**src/icc_pkg.sv**
```systemverilog
// shared constants for the input capture channel
package icc_pkg;
    // ----------------------------------------------------------------
    // register map (byte addresses on the AXI4-Lite port)
    // ----------------------------------------------------------------
    localparam int ADDR_W = 8;
    localparam logic [7:0] ADDR_CTRL = 8'h00;
    localparam logic [7:0] ADDR_BUF = 8'h04;
    localparam logic [7:0] ADDR_STAT = 8'h08;
    localparam logic [7:0] ADDR_CLR = 8'h0C;
    localparam logic [7:0] ADDR_EN = 8'h10;
    // ----------------------------------------------------------------
    // control register fields
    // ----------------------------------------------------------------
    localparam int CTL_SIDL_BIT = 13;
    localparam int CTL_TSEL_LSB = 10;
    localparam int CTL_CPI_LSB = 5;
    localparam int CTL_OVF_BIT = 4;
    localparam int CTL_BNE_BIT = 3;
    localparam int CTL_MODE_LSB = 0;
    localparam logic [2:0] MODE_RESET = 3'h0;
    localparam logic [2:0] TSEL_RESET = 3'h0;
    localparam logic [1:0] CPI_RESET = 2'h0;
    // ----------------------------------------------------------------
    // mode and timebase codes
    // ----------------------------------------------------------------
    localparam logic [2:0] MODE_OFF = 3'h0;
    localparam logic [2:0] MODE_ANY = 3'h1;
    localparam logic [2:0] MODE_FALL = 3'h2;
    localparam logic [2:0] MODE_RISE = 3'h3;
    localparam logic [2:0] MODE_PRE4 = 3'h4;
    localparam logic [2:0] MODE_PRE16 = 3'h5;
    localparam logic [2:0] MODE_UNUSED = 3'h6;
    localparam logic [2:0] MODE_WAKE = 3'h7;
    localparam logic [2:0] TSEL_T3 = 3'h0;
    localparam logic [2:0] TSEL_T2 = 3'h1;
    localparam logic [2:0] TSEL_T4 = 3'h2;
    localparam logic [2:0] TSEL_T5 = 3'h3;
    localparam logic [2:0] TSEL_T1 = 3'h4;
    localparam logic [2:0] TSEL_PCLK = 3'h7;
    localparam logic [3:0] PRE4_LAST = 4'h3;
    localparam logic [3:0] PRE16_LAST = 4'hF;
    // ----------------------------------------------------------------
    // interrupt events, buffer, bus answers
    // ----------------------------------------------------------------
    localparam int EV_W = 3;
    localparam int EV_CAP = 0;
    localparam int EV_OVF = 1;
    localparam int EV_WAKE = 2;
    localparam logic [2:0] EV_RESET = 3'h0;
    localparam int TB_W = 16;
    localparam int FIFO_PTR_W = 2;
    localparam logic [1:0] RESP_OKAY = 2'h0;
    localparam logic [1:0] RESP_SLVERR = 2'h2;
endpackage

```
**src/icc_fifo_if.sv**
```systemverilog
// link between the capture logic and its value buffer
`timescale 1ns/1ps
`default_nettype none
interface icc_fifo_if;
    logic push;
    logic [15:0] pushData;
    logic pop;
    logic full;
    logic empty;
    logic [15:0] rdData;
    modport store(input push, input pushData, input pop, output full, output empty,
        output rdData);
    modport user(output push, output pushData, output pop, input full, input empty,
        input rdData);
endinterface
`default_nettype wire

```
**src/icc_fifo.sv**
```systemverilog
// four-entry buffer of captured timebase values
`timescale 1ns/1ps
`default_nettype none
module icc_fifo
    import icc_pkg::*;
(
    // clock and reset
    input wire logic clk,
    input wire logic reset,
    // buffer port
    icc_fifo_if.store port
);
    typedef struct packed {
        logic [3:0][TB_W-1:0] mem;
        logic [FIFO_PTR_W:0] wrPtr;
        logic [FIFO_PTR_W:0] rdPtr;
        logic [TB_W-1:0] rdData;
    } icc_fifo_state_s;

    icc_fifo_state_s st_r;
    icc_fifo_state_s st_nxt;
    logic isFull;
    logic isEmpty;

    // extra pointer bit tells full from empty
    assign isEmpty = (st_r.wrPtr == st_r.rdPtr);
    assign isFull = (st_r.wrPtr[FIFO_PTR_W] != st_r.rdPtr[FIFO_PTR_W])
        && (st_r.wrPtr[FIFO_PTR_W-1:0] == st_r.rdPtr[FIFO_PTR_W-1:0]);
    assign port.full = isFull;
    assign port.empty = isEmpty;
    assign port.rdData = st_r.rdData;

    always_comb begin
        st_nxt = st_r;
        // a push into a full buffer is dropped here
        if (port.push && !isFull) begin
            st_nxt.mem[st_r.wrPtr[FIFO_PTR_W-1:0]] = port.pushData;
            st_nxt.wrPtr = st_r.wrPtr + 3'h1;
        end
        // each read removes the oldest entry
        if (port.pop && !isEmpty) begin
            st_nxt.rdData = st_r.mem[st_r.rdPtr[FIFO_PTR_W-1:0]];
            st_nxt.rdPtr = st_r.rdPtr + 3'h1;
        end
    end

    always_ff @(posedge clk or posedge reset) begin
        if (reset) begin
            st_r <= '0;
        end else begin
            st_r <= st_nxt;
        end
    end
endmodule
`default_nettype wire

```
**src/icc_input_capture.sv**
```systemverilog
// input capture channel with AXI4-Lite register port
`timescale 1ns/1ps
`default_nettype none
// Notes on behaviour
// - stop bit halts capture during idle
// - timebase code 111 uses peripheral clock
// - timebase code 100 uses timer one
// - codes 011/010/001/000 pick timers five/four/two/three
// - interrupt every one to four captures
// - capture count ignored in modes 001, 111
// - overflow flag set on buffer overflow
// - not-empty flag shows buffered values
// - mode 111: rising edge wake only
// - mode 101 captures every sixteenth rising edge
// - mode 100 captures every fourth rising edge
// - mode 011 captures every rising edge
// - mode 010 captures every falling edge
// - mode 001 captures both edges
// - modes 000 and 110 disable channel
module icc_input_capture
    import icc_pkg::*;
(
    // clock and reset
    input wire logic clk,
    input wire logic reset,
    // capture pin and processor power state
    input wire logic capturePin,
    input wire logic cpuIdle,
    input wire logic cpuSleep,
    // timer count values
    input wire logic [TB_W-1:0] timerOneCount,
    input wire logic [TB_W-1:0] timerTwoCount,
    input wire logic [TB_W-1:0] timerThreeCount,
    input wire logic [TB_W-1:0] timerFourCount,
    input wire logic [TB_W-1:0] timerFiveCount,
    // AXI4-Lite write channels
    input wire logic [ADDR_W-1:0] awaddr,
    input wire logic awvalid,
    output logic awready,
    input wire logic [31:0] wdata,
    input wire logic [3:0] wstrb,
    input wire logic wvalid,
    output logic wready,
    output logic [1:0] bresp,
    output logic bvalid,
    input wire logic bready,
    // AXI4-Lite read channels
    input wire logic [ADDR_W-1:0] araddr,
    input wire logic arvalid,
    output logic arready,
    output logic [31:0] rdata,
    output logic [1:0] rresp,
    output logic rvalid,
    input wire logic rready,
    // interrupt
    output logic irq
);
    typedef struct packed {
        logic pinS1, pinS2, pinS3;
        logic stopInIdle;
        logic [2:0] tsel;
        logic [1:0] capsPerInt;
        logic [2:0] mode;
        logic ovf;
        logic [3:0] pre;
        logic [1:0] intCnt;
        logic [TB_W-1:0] pclkCnt;
        logic [EV_W-1:0] status, enable;
        logic irq;
        logic awHeld, wHeld;
        logic [ADDR_W-1:0] awAddr;
        logic [31:0] wData;
        logic [3:0] wStrb;
        logic awready, wready, bvalid;
        logic [1:0] bresp;
        logic arready, rdPend;
        logic [ADDR_W-1:0] rdAddr;
        logic rvalid;
        logic [31:0] rdata;
        logic [1:0] rresp;
    } icc_state_s;

    icc_state_s st_r, st_nxt;
    icc_fifo_if fif();
    logic rise, fall, halted, capEv, capInt, wakeEv, ovfEv;
    logic [TB_W-1:0] timebase;
    logic awHs, wHs, arHs, doWrite;
    logic [ADDR_W-1:0] wAddrSel;
    logic [31:0] wDataSel;
    logic [3:0] wStrbSel;
    logic [EV_W-1:0] clrMask;
    logic [15:0] ctrlView;
    icc_fifo u_fifo (
        .clk(clk),
        .reset(reset),
        .port(fif.store)
    );

    // ----------------------------------------------------------------
    // timebase selection
    // ----------------------------------------------------------------
    always_comb begin
        case (st_r.tsel)
            TSEL_PCLK: timebase = st_r.pclkCnt;
            TSEL_T1: timebase = timerOneCount;
            TSEL_T5: timebase = timerFiveCount;
            TSEL_T4: timebase = timerFourCount;
            TSEL_T2: timebase = timerTwoCount;
            TSEL_T3: timebase = timerThreeCount;
            // reserved codes capture zero rather than a stale timer
            default: timebase = '0;
        endcase
    end

    // ----------------------------------------------------------------
    // edge detection and capture
    // ----------------------------------------------------------------
    assign rise = st_r.pinS2 && !st_r.pinS3;
    assign fall = !st_r.pinS2 && st_r.pinS3;
    assign halted = st_r.stopInIdle && cpuIdle;
    assign ctrlView = {2'h0, st_r.stopInIdle, st_r.tsel, 3'h0, st_r.capsPerInt, st_r.ovf,
        !fif.empty, st_r.mode};

    always_comb begin
        st_nxt = st_r;
        capEv = 1'b0;
        capInt = 1'b0;
        wakeEv = 1'b0;
        clrMask = '0;
        // pin passes two flops before the edge stage reads it
        st_nxt.pinS1 = capturePin;
        st_nxt.pinS2 = st_r.pinS1;
        st_nxt.pinS3 = st_r.pinS2;
        st_nxt.pclkCnt = st_r.pclkCnt + 16'h0001;
        if (st_r.mode == MODE_WAKE) begin
            // wake source only; stop bit and count field do not apply
            wakeEv = rise && (cpuSleep || cpuIdle);
        end else if (!halted) begin
            case (st_r.mode)
                MODE_ANY: capEv = rise || fall;
                MODE_FALL: capEv = fall;
                MODE_RISE: capEv = rise;
                MODE_PRE4: begin
                    if (rise) begin
                        capEv = (st_r.pre == PRE4_LAST);
                        st_nxt.pre = capEv ? 4'h0 : st_r.pre + 4'h1;
                    end
                end
                MODE_PRE16: begin
                    if (rise) begin
                        capEv = (st_r.pre == PRE16_LAST);
                        st_nxt.pre = st_r.pre + 4'h1;
                    end
                end
                default: capEv = 1'b0;
            endcase
        end
        if (capEv) begin
            if (st_r.mode == MODE_ANY || st_r.intCnt == st_r.capsPerInt) begin
                capInt = 1'b1;
                st_nxt.intCnt = 2'h0;
            end else begin
                st_nxt.intCnt = st_r.intCnt + 2'h1;
            end
        end
        // a set in the same cycle as the empty-clear wins
        if (ovfEv) begin
            st_nxt.ovf = 1'b1;
        end else if (fif.empty) begin
            st_nxt.ovf = 1'b0;
        end
        // write path: address and data may arrive in either order
        st_nxt.awHeld = st_r.awHeld || awHs;
        st_nxt.wHeld = st_r.wHeld || wHs;
        if (awHs) begin
            st_nxt.awAddr = awaddr;
        end
        if (wHs) begin
            st_nxt.wData = wdata;
            st_nxt.wStrb = wstrb;
        end
        if (st_r.bvalid && bready) begin
            st_nxt.bvalid = 1'b0;
        end
        if (doWrite) begin
            st_nxt.awHeld = 1'b0;
            st_nxt.wHeld = 1'b0;
            st_nxt.bvalid = 1'b1;
            st_nxt.bresp = RESP_OKAY;
            case (wAddrSel)
                ADDR_CTRL: begin
                    if (wStrbSel[0]) begin
                        st_nxt.mode = wDataSel[CTL_MODE_LSB +: 3];
                        st_nxt.capsPerInt = wDataSel[CTL_CPI_LSB +: 2];
                        // restart counting from zero after a mode write
                        st_nxt.pre = 4'h0;
                        st_nxt.intCnt = 2'h0;
                    end
                    if (wStrbSel[1]) begin
                        st_nxt.tsel = wDataSel[CTL_TSEL_LSB +: 3];
                        st_nxt.stopInIdle = wDataSel[CTL_SIDL_BIT];
                    end
                end
                ADDR_CLR: begin
                    if (wStrbSel[0]) begin
                        clrMask = wDataSel[EV_W-1:0];
                    end
                end
                ADDR_EN: begin
                    if (wStrbSel[0]) begin
                        st_nxt.enable = wDataSel[EV_W-1:0];
                    end
                end
                // buffer and status are read-only; writes are accepted and dropped
                ADDR_BUF, ADDR_STAT: st_nxt.bresp = RESP_OKAY;
                default: st_nxt.bresp = RESP_SLVERR;
            endcase
        end
        st_nxt.awready = !st_nxt.awHeld && !st_nxt.bvalid;
        st_nxt.wready = !st_nxt.wHeld && !st_nxt.bvalid;
        // read path: one cycle to settle the popped value
        if (st_r.rvalid && rready) begin
            st_nxt.rvalid = 1'b0;
        end
        if (arHs) begin
            st_nxt.rdPend = 1'b1;
            st_nxt.rdAddr = araddr;
        end
        if (st_r.rdPend) begin
            st_nxt.rdPend = 1'b0;
            st_nxt.rvalid = 1'b1;
            st_nxt.rresp = RESP_OKAY;
            case (st_r.rdAddr)
                ADDR_CTRL: st_nxt.rdata = {16'h0000, ctrlView};
                ADDR_BUF: st_nxt.rdata = {16'h0000, fif.rdData};
                ADDR_STAT: st_nxt.rdata = {29'h0, st_r.status};
                ADDR_CLR: st_nxt.rdata = 32'h0000_0000;
                ADDR_EN: st_nxt.rdata = {29'h0, st_r.enable};
                default: begin
                    st_nxt.rdata = 32'h0000_0000;
                    st_nxt.rresp = RESP_SLVERR;
                end
            endcase
        end
        st_nxt.arready = !st_nxt.rdPend && !st_nxt.rvalid;
        // sticky events: set wins over a clear in the same cycle
        st_nxt.status = (st_r.status & ~clrMask) | {wakeEv, ovfEv, capInt};
        st_nxt.irq = |(st_nxt.status & st_nxt.enable);
    end

    // ----------------------------------------------------------------
    // bus handshakes and buffer hookup
    // ----------------------------------------------------------------
    assign awHs = awvalid && st_r.awready;
    assign wHs = wvalid && st_r.wready;
    assign arHs = arvalid && st_r.arready;
    assign wAddrSel = st_r.awHeld ? st_r.awAddr : awaddr;
    assign wDataSel = st_r.wHeld ? st_r.wData : wdata;
    assign wStrbSel = st_r.wHeld ? st_r.wStrb : wstrb;
    assign doWrite = (st_r.awHeld || awHs) && (st_r.wHeld || wHs) && !st_r.bvalid;
    assign ovfEv = capEv && fif.full;
    assign fif.push = capEv && !fif.full;
    assign fif.pushData = timebase;
    assign fif.pop = arHs && (araddr == ADDR_BUF) && !fif.empty;
    always_ff @(posedge clk or posedge reset) begin
        if (reset) begin
            st_r <= '0;
            st_r.mode <= MODE_RESET;
            st_r.tsel <= TSEL_RESET;
            st_r.capsPerInt <= CPI_RESET;
            st_r.status <= EV_RESET;
            st_r.enable <= EV_RESET;
        end else begin
            st_r <= st_nxt;
        end
    end
    assign awready = st_r.awready;
    assign wready = st_r.wready;
    assign bvalid = st_r.bvalid;
    assign bresp = st_r.bresp;
    assign arready = st_r.arready;
    assign rvalid = st_r.rvalid;
    assign rdata = st_r.rdata;
    assign rresp = st_r.rresp;
    assign irq = st_r.irq;
endmodule
`default_nettype wire

```
**config.mk**
```make
export PLATFORM = sky130hd
export DESIGN_NAME = icc_input_capture
export DESIGN_NICKNAME = d
export VERILOG_FILES = /design/src/icc_pkg.sv /design/src/icc_fifo_if.sv /design/src/icc_fifo.sv /design/src/icc_input_capture.sv
export SDC_FILE = /design/constraint.sdc
export NUM_CORES = 1
export LEC_CHECK = 0
export ABC_AREA = 1
export BUFFER_PORTS_ARGS = -buffer_cell sky130_fd_sc_hd__clkbuf_2
export CAP_MARGIN = 20
export CORE_MARGIN = 5
export CORE_UTILIZATION = 60
export CTS_CLUSTER_SIZE = 10
export DETAILED_ROUTE_END_ITERATION = 10
export PLACE_DENSITY = 0.91
export SLEW_MARGIN = 10
export SYNTH_ARGS = -nofsm -noshare
export SYNTH_HDL_FRONTEND = slang
export SYNTH_SLANG_ARGS = --single-unit
```
**constraint.sdc**
```tcl
create_clock -name clk -period 12.34 [get_ports clk]
set_clock_uncertainty 0.15 [all_clocks]
set_input_delay 1.851 -clock clk [delete_from_list [all_inputs] [get_ports clk]]
set_output_delay 1.851 -clock clk [all_outputs]
set_load 0.03 [all_outputs]
```
==> results.md, run 1 <==
* Initial core utilization at between 60 and 70%
* Share of layout cells above drive strength 1 at between 10% and 20%
* Max-Cap Viols at 0
* CP Launch Type: input pin
* Final Util at 68.5%
* Synth top area cells: dfrtp_1 48%, nand2_1 17%, o21ai_0 5.0%, inv_1 5.0%, nand3_1 4.3%
* Period utilization at ~27%
* DR vias at 8,508
* CTS root buffer: clkbuf_16
* Global Route Usage Sum at 26.8%
* Total CTS buffers at 17
* Slew @ Worst Pin at 1.01 ns
* Cell variety after synth at 44
* Filler cell count in the final layout at roughly 1,200
* Leak pwr at 5.83 nW
* Synth top cells by count: 435 x nand2_1, 181 x dfrtp_1, 127 x inv_1, 96 x o21ai_0, 81 x nand3_1
* Yosys top cell by area: dfrtp_1
* H-tree depth at 4
* Status: finished clean
* Mapped cell area at around 9500 sq um
* Ys Warns at 0
* Fin. max-slew vios at 0
* Post-layout minimum cycle time at 3.34 ns
* Syn Area/Cell at about 7.7 sq um
* # setup viols final at 0
* Most frequent cell after synthesis: nand2_1
* Synth top area share at 47.6%
* RSZ-0062 raised after global routing: no
* Grt ovf at 0
* DRC Markers at 0
* Maximum VDD drop at between 100 and 150 uV
* Row cnt at 46
* DP HPWL at 16.2 mm
* Drt first pass iters at 6
* Worst hold path class: flop to flop
* Largest net degree at the start of global routing at about 100
* Hold Fails Final Rpt at 0
* DRT iter0 DRCs at 710
* Crit end category: asynchronous set/reset pin
* Area of the core at 15,700 sq um
* Top_reg_cell synth: dfrtp_1
* Die area at between 15,000 and 20,000 sq um
* First-pass GRT wire length at 39.5 mm
* Clock Sinks at 181
* Register area share after synthesis at between 40% and 50%
* Drt total wl at approximately 24 mm
* CP peak stage delay at between 0.8 and 0.9 ns
* Post-CTS Hold Fix Bufs at 0
* PostCTS Resize Cnt at 0
* # IOs at about 180
* Family with the most delay on the worst path: buffers and inverters
* Die height at around 140 microns
* Async set or reset register ratio after synthesis at 100%
* Number of global-route vias before repair at 8,243
* Routability cong. at 0.911
* Vias/cell at 5.45
* Crit path DAT at between 3 and 4 ns
* Clk slew on worst S/H paths at roughly 0.07 ns
* Layout area overhead at 13.0%
* Clk buf depth at 2
* EDFF count, synth at 0
* Critical path buffers and inverters at 3
* TNS Setup at 0 ns
* CTS tree: built
* Worst EP required at 12.60 ns
* Highest Clock Rate at ~0.3 GHz
* Mapped Cells at around 1,200
* Clock Latency Late Sink at 0.44 ns
* Setup Buffers After CTS at 0
* #FFs+latches synth at between 150 and 200
* Crit-path slowest cell: buf_4
* Antenna Cells at 0
* Pwr per Cell Area at 194 nW/um^2
* Worst Path Max Fanout at around 100
* Final nets at 1,482
* Antenna violations before repair at 0
* Final ANT Viol Nets at 0
* CP Cell Sequence: clkbuf_2 > inv_6 > buf_4
* WL per Instance at approximately 15 microns
* WS Path Type: input pin to asynchronous set/reset pin
* I/O Buffers at between 100 and 150
* Rel. slew slack at 32.6%
* DIE WIDTH at ~140 microns
==> sequential cells by signal, indices dropped and copies added (netlist names) <==
name	count
arready	1
rdata	16
bvalid	1
irq	1
u_fifo.st_r	70
bresp	1
ctrlView	10
rvalid	1
rresp	1
wready	1
u_fifo.port.rdData	16
st_nxt	2
awready	1
st_r	59
==> report_power, final <==
part           internal (mW)  total, mW  switching [mW]
clock                  0.367      0.604           0.238
combinational          0.201      0.633           0.431
sequential             0.741      0.855           0.114
==> cell families after synthesis <==
logic type | share of synthesized area [%]
compound gates | 9.72
simple gates | 27.9
mux | 0.801
fa+ha+maj | 1.18
xor+xnor | 1.66
buf+inv | 11.1
other cells | 0.0394
flops | 47.6
==> cell type report <==
class / count / area [sq um] / share of cell area (%)
clock buffers: 18 / 439 / 4.08
clock inverters: 14 / 223 / 2.07
inverters: 143 / 569 / 5.29
multi-input cells: 845 / 4010 / 37.2
flip-flops and latches: 181 / 4530 / 42.1
well taps: 216 / 270 / 2.51
repair buffers: 143 / 723 / 6.72
==> path summary, 6_finish.rpt <==
path	from	endpoint	slack (ns)	cells past startpoint
worst max register to register	u_fifo.st_r[16]$_DFFE_PP0P_	u_fifo.st_r[16]$_DFFE_PP0P_	9.18	7
max in group clk	awvalid	st_r[119]$_DFF_PP0_	9.05	10
worst max-delay path	reset	u_fifo.st_r[47]$_DFFE_PP0P_	9.00	3
worst min register to register	st_nxt[136]$_DFF_PP0_	st_nxt[135]$_DFF_PP0_	0.21	0
worst min-delay path	st_nxt[136]$_DFF_PP0_	st_nxt[135]$_DFF_PP0_	0.21	0
min in group asynchronous	reset	st_r[106]$_DFF_PP0_	1.47	2
==> cell usage in the layout (no fill, tap or decap), types with 8 or more instances in the layout <==
master / n
ha_1: 9
inv_1: 126
nand4_1: 15
conb_1: 18
inv_2: 10
a22oi_1: 8
o21ai_0: 96
nand3_1: 81
o22ai_1: 38
nor2_1: 72
nand2_1: 435
dfrtp_1: 181
a21oi_1: 11
clkbuf_16: 17
clkbuf_2: 140
xor2_1: 14
==> metal layers <==
metal,vias up,track usage [%],part of all wire [%]
li1,4063,-,-
met1,4052,34.2,40
met2,339,45.0,50
met3,54,5.55,6.7
met4,0,10.2,3.1
met5,-,0,0
==> stage by stage <==
step                instances  power (mW)  hold WS, ns  worst slack [ns]  cell area (sq um)
finish                   1560        2.09        0.214              9.00              10800
global route             1560        2.22        0.223              8.67              10800
CTS                      1559        2.10        0.222              8.34              10700
detailed placement       1527        1.48        0.197              7.88              10100
global placement         1527        1.45        0.201              7.87              10100
floorplan                1248        1.32        0.181              5.42               9590
Note: power is estimated with default switching activity, not from simulation.
==> run 2, diff against run 1 <==
--- a/config.mk
+++ b/config.mk
@@ -9,10 +9,10 @@
 export BUFFER_PORTS_ARGS = -buffer_cell sky130_fd_sc_hd__clkbuf_2
 export CAP_MARGIN = 20
 export CORE_MARGIN = 5
-export CORE_UTILIZATION = 60
+export CORE_UTILIZATION = 51
 export CTS_CLUSTER_SIZE = 10
 export DETAILED_ROUTE_END_ITERATION = 10
-export PLACE_DENSITY = 0.91
+export PLACE_DENSITY = 0.82
 export SLEW_MARGIN = 10
 export SYNTH_ARGS = -nofsm -noshare
 export SYNTH_HDL_FRONTEND = slang
==> constraint.sdc (replaced) <==
create_clock -name clk -period 3 [get_ports clk]
set_clock_uncertainty 0.15 [all_clocks]
set_input_delay 0.45 -clock clk [delete_from_list [all_inputs] [get_ports clk]]
set_output_delay 0.45 -clock clk [all_outputs]
set_load 0.03 [all_outputs]
==> results.md, run 2 (synthesized netlist as in run 1, its figures left out) <==
* First-pass GRT wire length at 40.1 mm (+1.4%)
* Max reg flops at 70 (unchanged)
* Largest net degree at the start of global routing at 75 (-28%)
* Die area at 21,500 sq um (+16%)
* Leak pwr at 5.89 nW (+1.0%)
* Grt ovf at 0 (unchanged)
* Clock Sinks at 181 (unchanged)
* Setup Buffers After CTS at 0 (unchanged)
* Global Route Usage Sum at 22.8% (-3.9 points)
* Placed Instances at 1,558 (+2.0%)
* Layout area overhead at 14.0%
* Final Instance Count excl. Fillers at 1,592 (+2.1%)
* Pwr per Cell Area at 778 nW/um^2 (+300%)
* Clock Latency Late Sink at 0.43 ns (about the same)
* CP Launch Type: flop
* Clk buf depth at 2 (unchanged)
* Post-route cell area at 10,900 sq um (+0.92%)
* I/O Buffers at 140 (unchanged)
* Drt first pass iters at 6 (unchanged)
* RR Startpoint: st_r[95]$_DFF_PP0_
* Drt total wl at 24.1 mm (+1.5%)
* Post-layout minimum cycle time at around 2.3 ns
* H-tree depth at 4 (unchanged)
* DRT iter0 DRCs at 663 (-6.6%)
* Hold wc startpoint: bready
* Row cnt at 50 (+8.7%)
* Die height at 147 microns (+7.8%)
* CTS tree: built
* # setup viols final at 0 (unchanged)
* Number of global-route vias before repair at 8,361 (+1.4%)
* Rel. slew slack at 53.3% (+21 points)
* Final nets at 1,496 (+0.94%)
* Seq pwr share at 41.2% (+0.3 points)
* Status: finished clean
* Max-Cap Viols at 0 (unchanged)
* Antenna Cells at 0 (unchanged)
* Crit path DAT at 2.50 ns (-1.10 ns)
* Switch Pwr at 3.19 mW (+310%)
* DR vias at 8,478 (-0.35%)
* Placed Area at 10,200 sq um (+1.4%)
* P_int at 5.26 mW (+300%)
* DRC Markers at 0 (unchanged)
* WS Path Type: flop to flop
* R2r setup slk at 0.67 ns (-8.51 ns)
* Clock power share at 27.2% (-1.7 points)
* Initial core utilization at 51.4% (-9.2 points)
* Filler cell count in the final layout at 1,611 (+32%)
* Most frequent cells in the layout: 435 x nand2_1, 181 x dfrtp_1, 140 x clkbuf_2
* Routability cong. at 0.878 (-3.6%)
* Clk slew on worst S/H paths at 0.07 ns (about the same)
* Antenna violations before repair at 0 (unchanged)
* Post-CTS Hold Fix Bufs at 2 (+2)
* PostCTS Resize Cnt at 0 (unchanged)
* Worst Path Max Fanout at 12 (-88%)
* Vias/cell at 5.33 (-2.4%)
* Top reg by flops: u_fifo.st_r
* Comb pwr share at 31.5% (+1.3 points)
* Most common cell after layout, fill and taps aside: nand2_1
* Total CTS buffers at 17 (unchanged)
* Switch share at 37.7% (+0.29 points)
* Maximum VDD drop at 365 uV (+200%)
* Highest Clock Rate at ~0.43 GHz
* Crit end category: flop
* Final Util at 58.6% (-9.8 points)
* Fin. max-slew vios at 0 (unchanged)
* RSZ-0062 raised after global routing: no
* Share of layout cells above drive strength 1 at 16.9% (+0.72 points)
* DIE WIDTH at 147 microns (+7.8%)
* CTS root buffer: clkbuf_16
* Worst setup path start: st_r[95]$_DFF_PP0_
* Final ANT Viol Nets at 0 (unchanged)
* Hold Fails Final Rpt at 0 (unchanged)
* TNS Setup at 0 ns (unchanged)
* # IOs at 184 (unchanged)
* WL per Instance at 15.1 microns (-0.55%)
* Worst hold path class: input pin to flop
* Period utilization at 77.6%
* Largest registers: u_fifo.st_r x70, st_r x59
* Slew @ Worst Pin at 0.699 ns (-0.312 ns)
* Worst EP required at 3.17 ns (-9.43 ns)
* Area of the core at 18,500 sq um (+18%)
* DP HPWL at 17.2 mm (+6.0%)
run 2: final cells by class:
class	count	area [sq um]	area share [%]
tap	234	293	2.70
clock buffer	19	453	4.17
timing repair buffer	157	858	7.91
sequential	181	4530	41.7
multi-input combinational	845	4000	36.8
inverter	143	568	5.23
clock inverter	13	156	1.44
run 2: worst max-delay path: stages, from the launching register on:
cell,delay (ns)
dfrtp_1,0.55
inv_1,0.29
nand2_1,0.18
nand3_2,0.20
nor2_2,0.20
inv_1,0.09
nor2_4,0.25
inv_1,0.13
nand2_1,0.11
nor2_1,0.06
run 2: path summary, 6_finish.rpt:
| check | to | cells past startpoint |
|---|---|---|
| setup / recovery | st_r[120]$_DFF_PP0_ | 9 |
| hold / removal | bvalid$_DFF_PP0_ | 2 |
| setup reg to reg | st_r[120]$_DFF_PP0_ | 9 |
| hold reg to reg | st_nxt[135]$_DFF_PP0_ | 0 |
| max in group asynchronous | u_fifo.st_r[57]$_DFFE_PP0P_ | 4 |
| min in group asynchronous | u_fifo.st_r[32]$_DFFE_PP0P_ | 3 |
run 2: per-layer routing:
layer	global-route usage (%)	part of all wire (%)	up-vias
met5	0	0	-
met4	8.56	2.7	0
met1	28.1	41	3999
li1	-	-	4103
met3	5.74	6.5	55
met2	38.8	50	321
run 2: per-stage QoR:
stage / power, mW / hold WS, ns / setup WS (ns)
after floorplan: 5.44 / 0.181 / 0.0774
after global placement: 6.03 / 0.195 / 0.719
after detailed placement: 6.15 / 0.193 / 0.667
after CTS: 8.47 / 0.0617 / 0.714
after global routing: 9.01 / 0.0693 / 0.456
final: 8.45 / 0.0681 / 0.672
run 2: power by group through the flow:
| stage | Combinational, mW | Sequential [mW] | Clock [mW] |
|---|---|---|---|
| after floorplan | 2.01 | 3.43 | 0 |
| after global placement | 2.55 | 3.48 | 0 |
| after detailed placement | 2.64 | 3.51 | 0 |
| after CTS | 2.67 | 3.48 | 2.33 |
| after global routing | 3.01 | 3.56 | 2.44 |
| final | 2.66 | 3.48 | 2.30 |
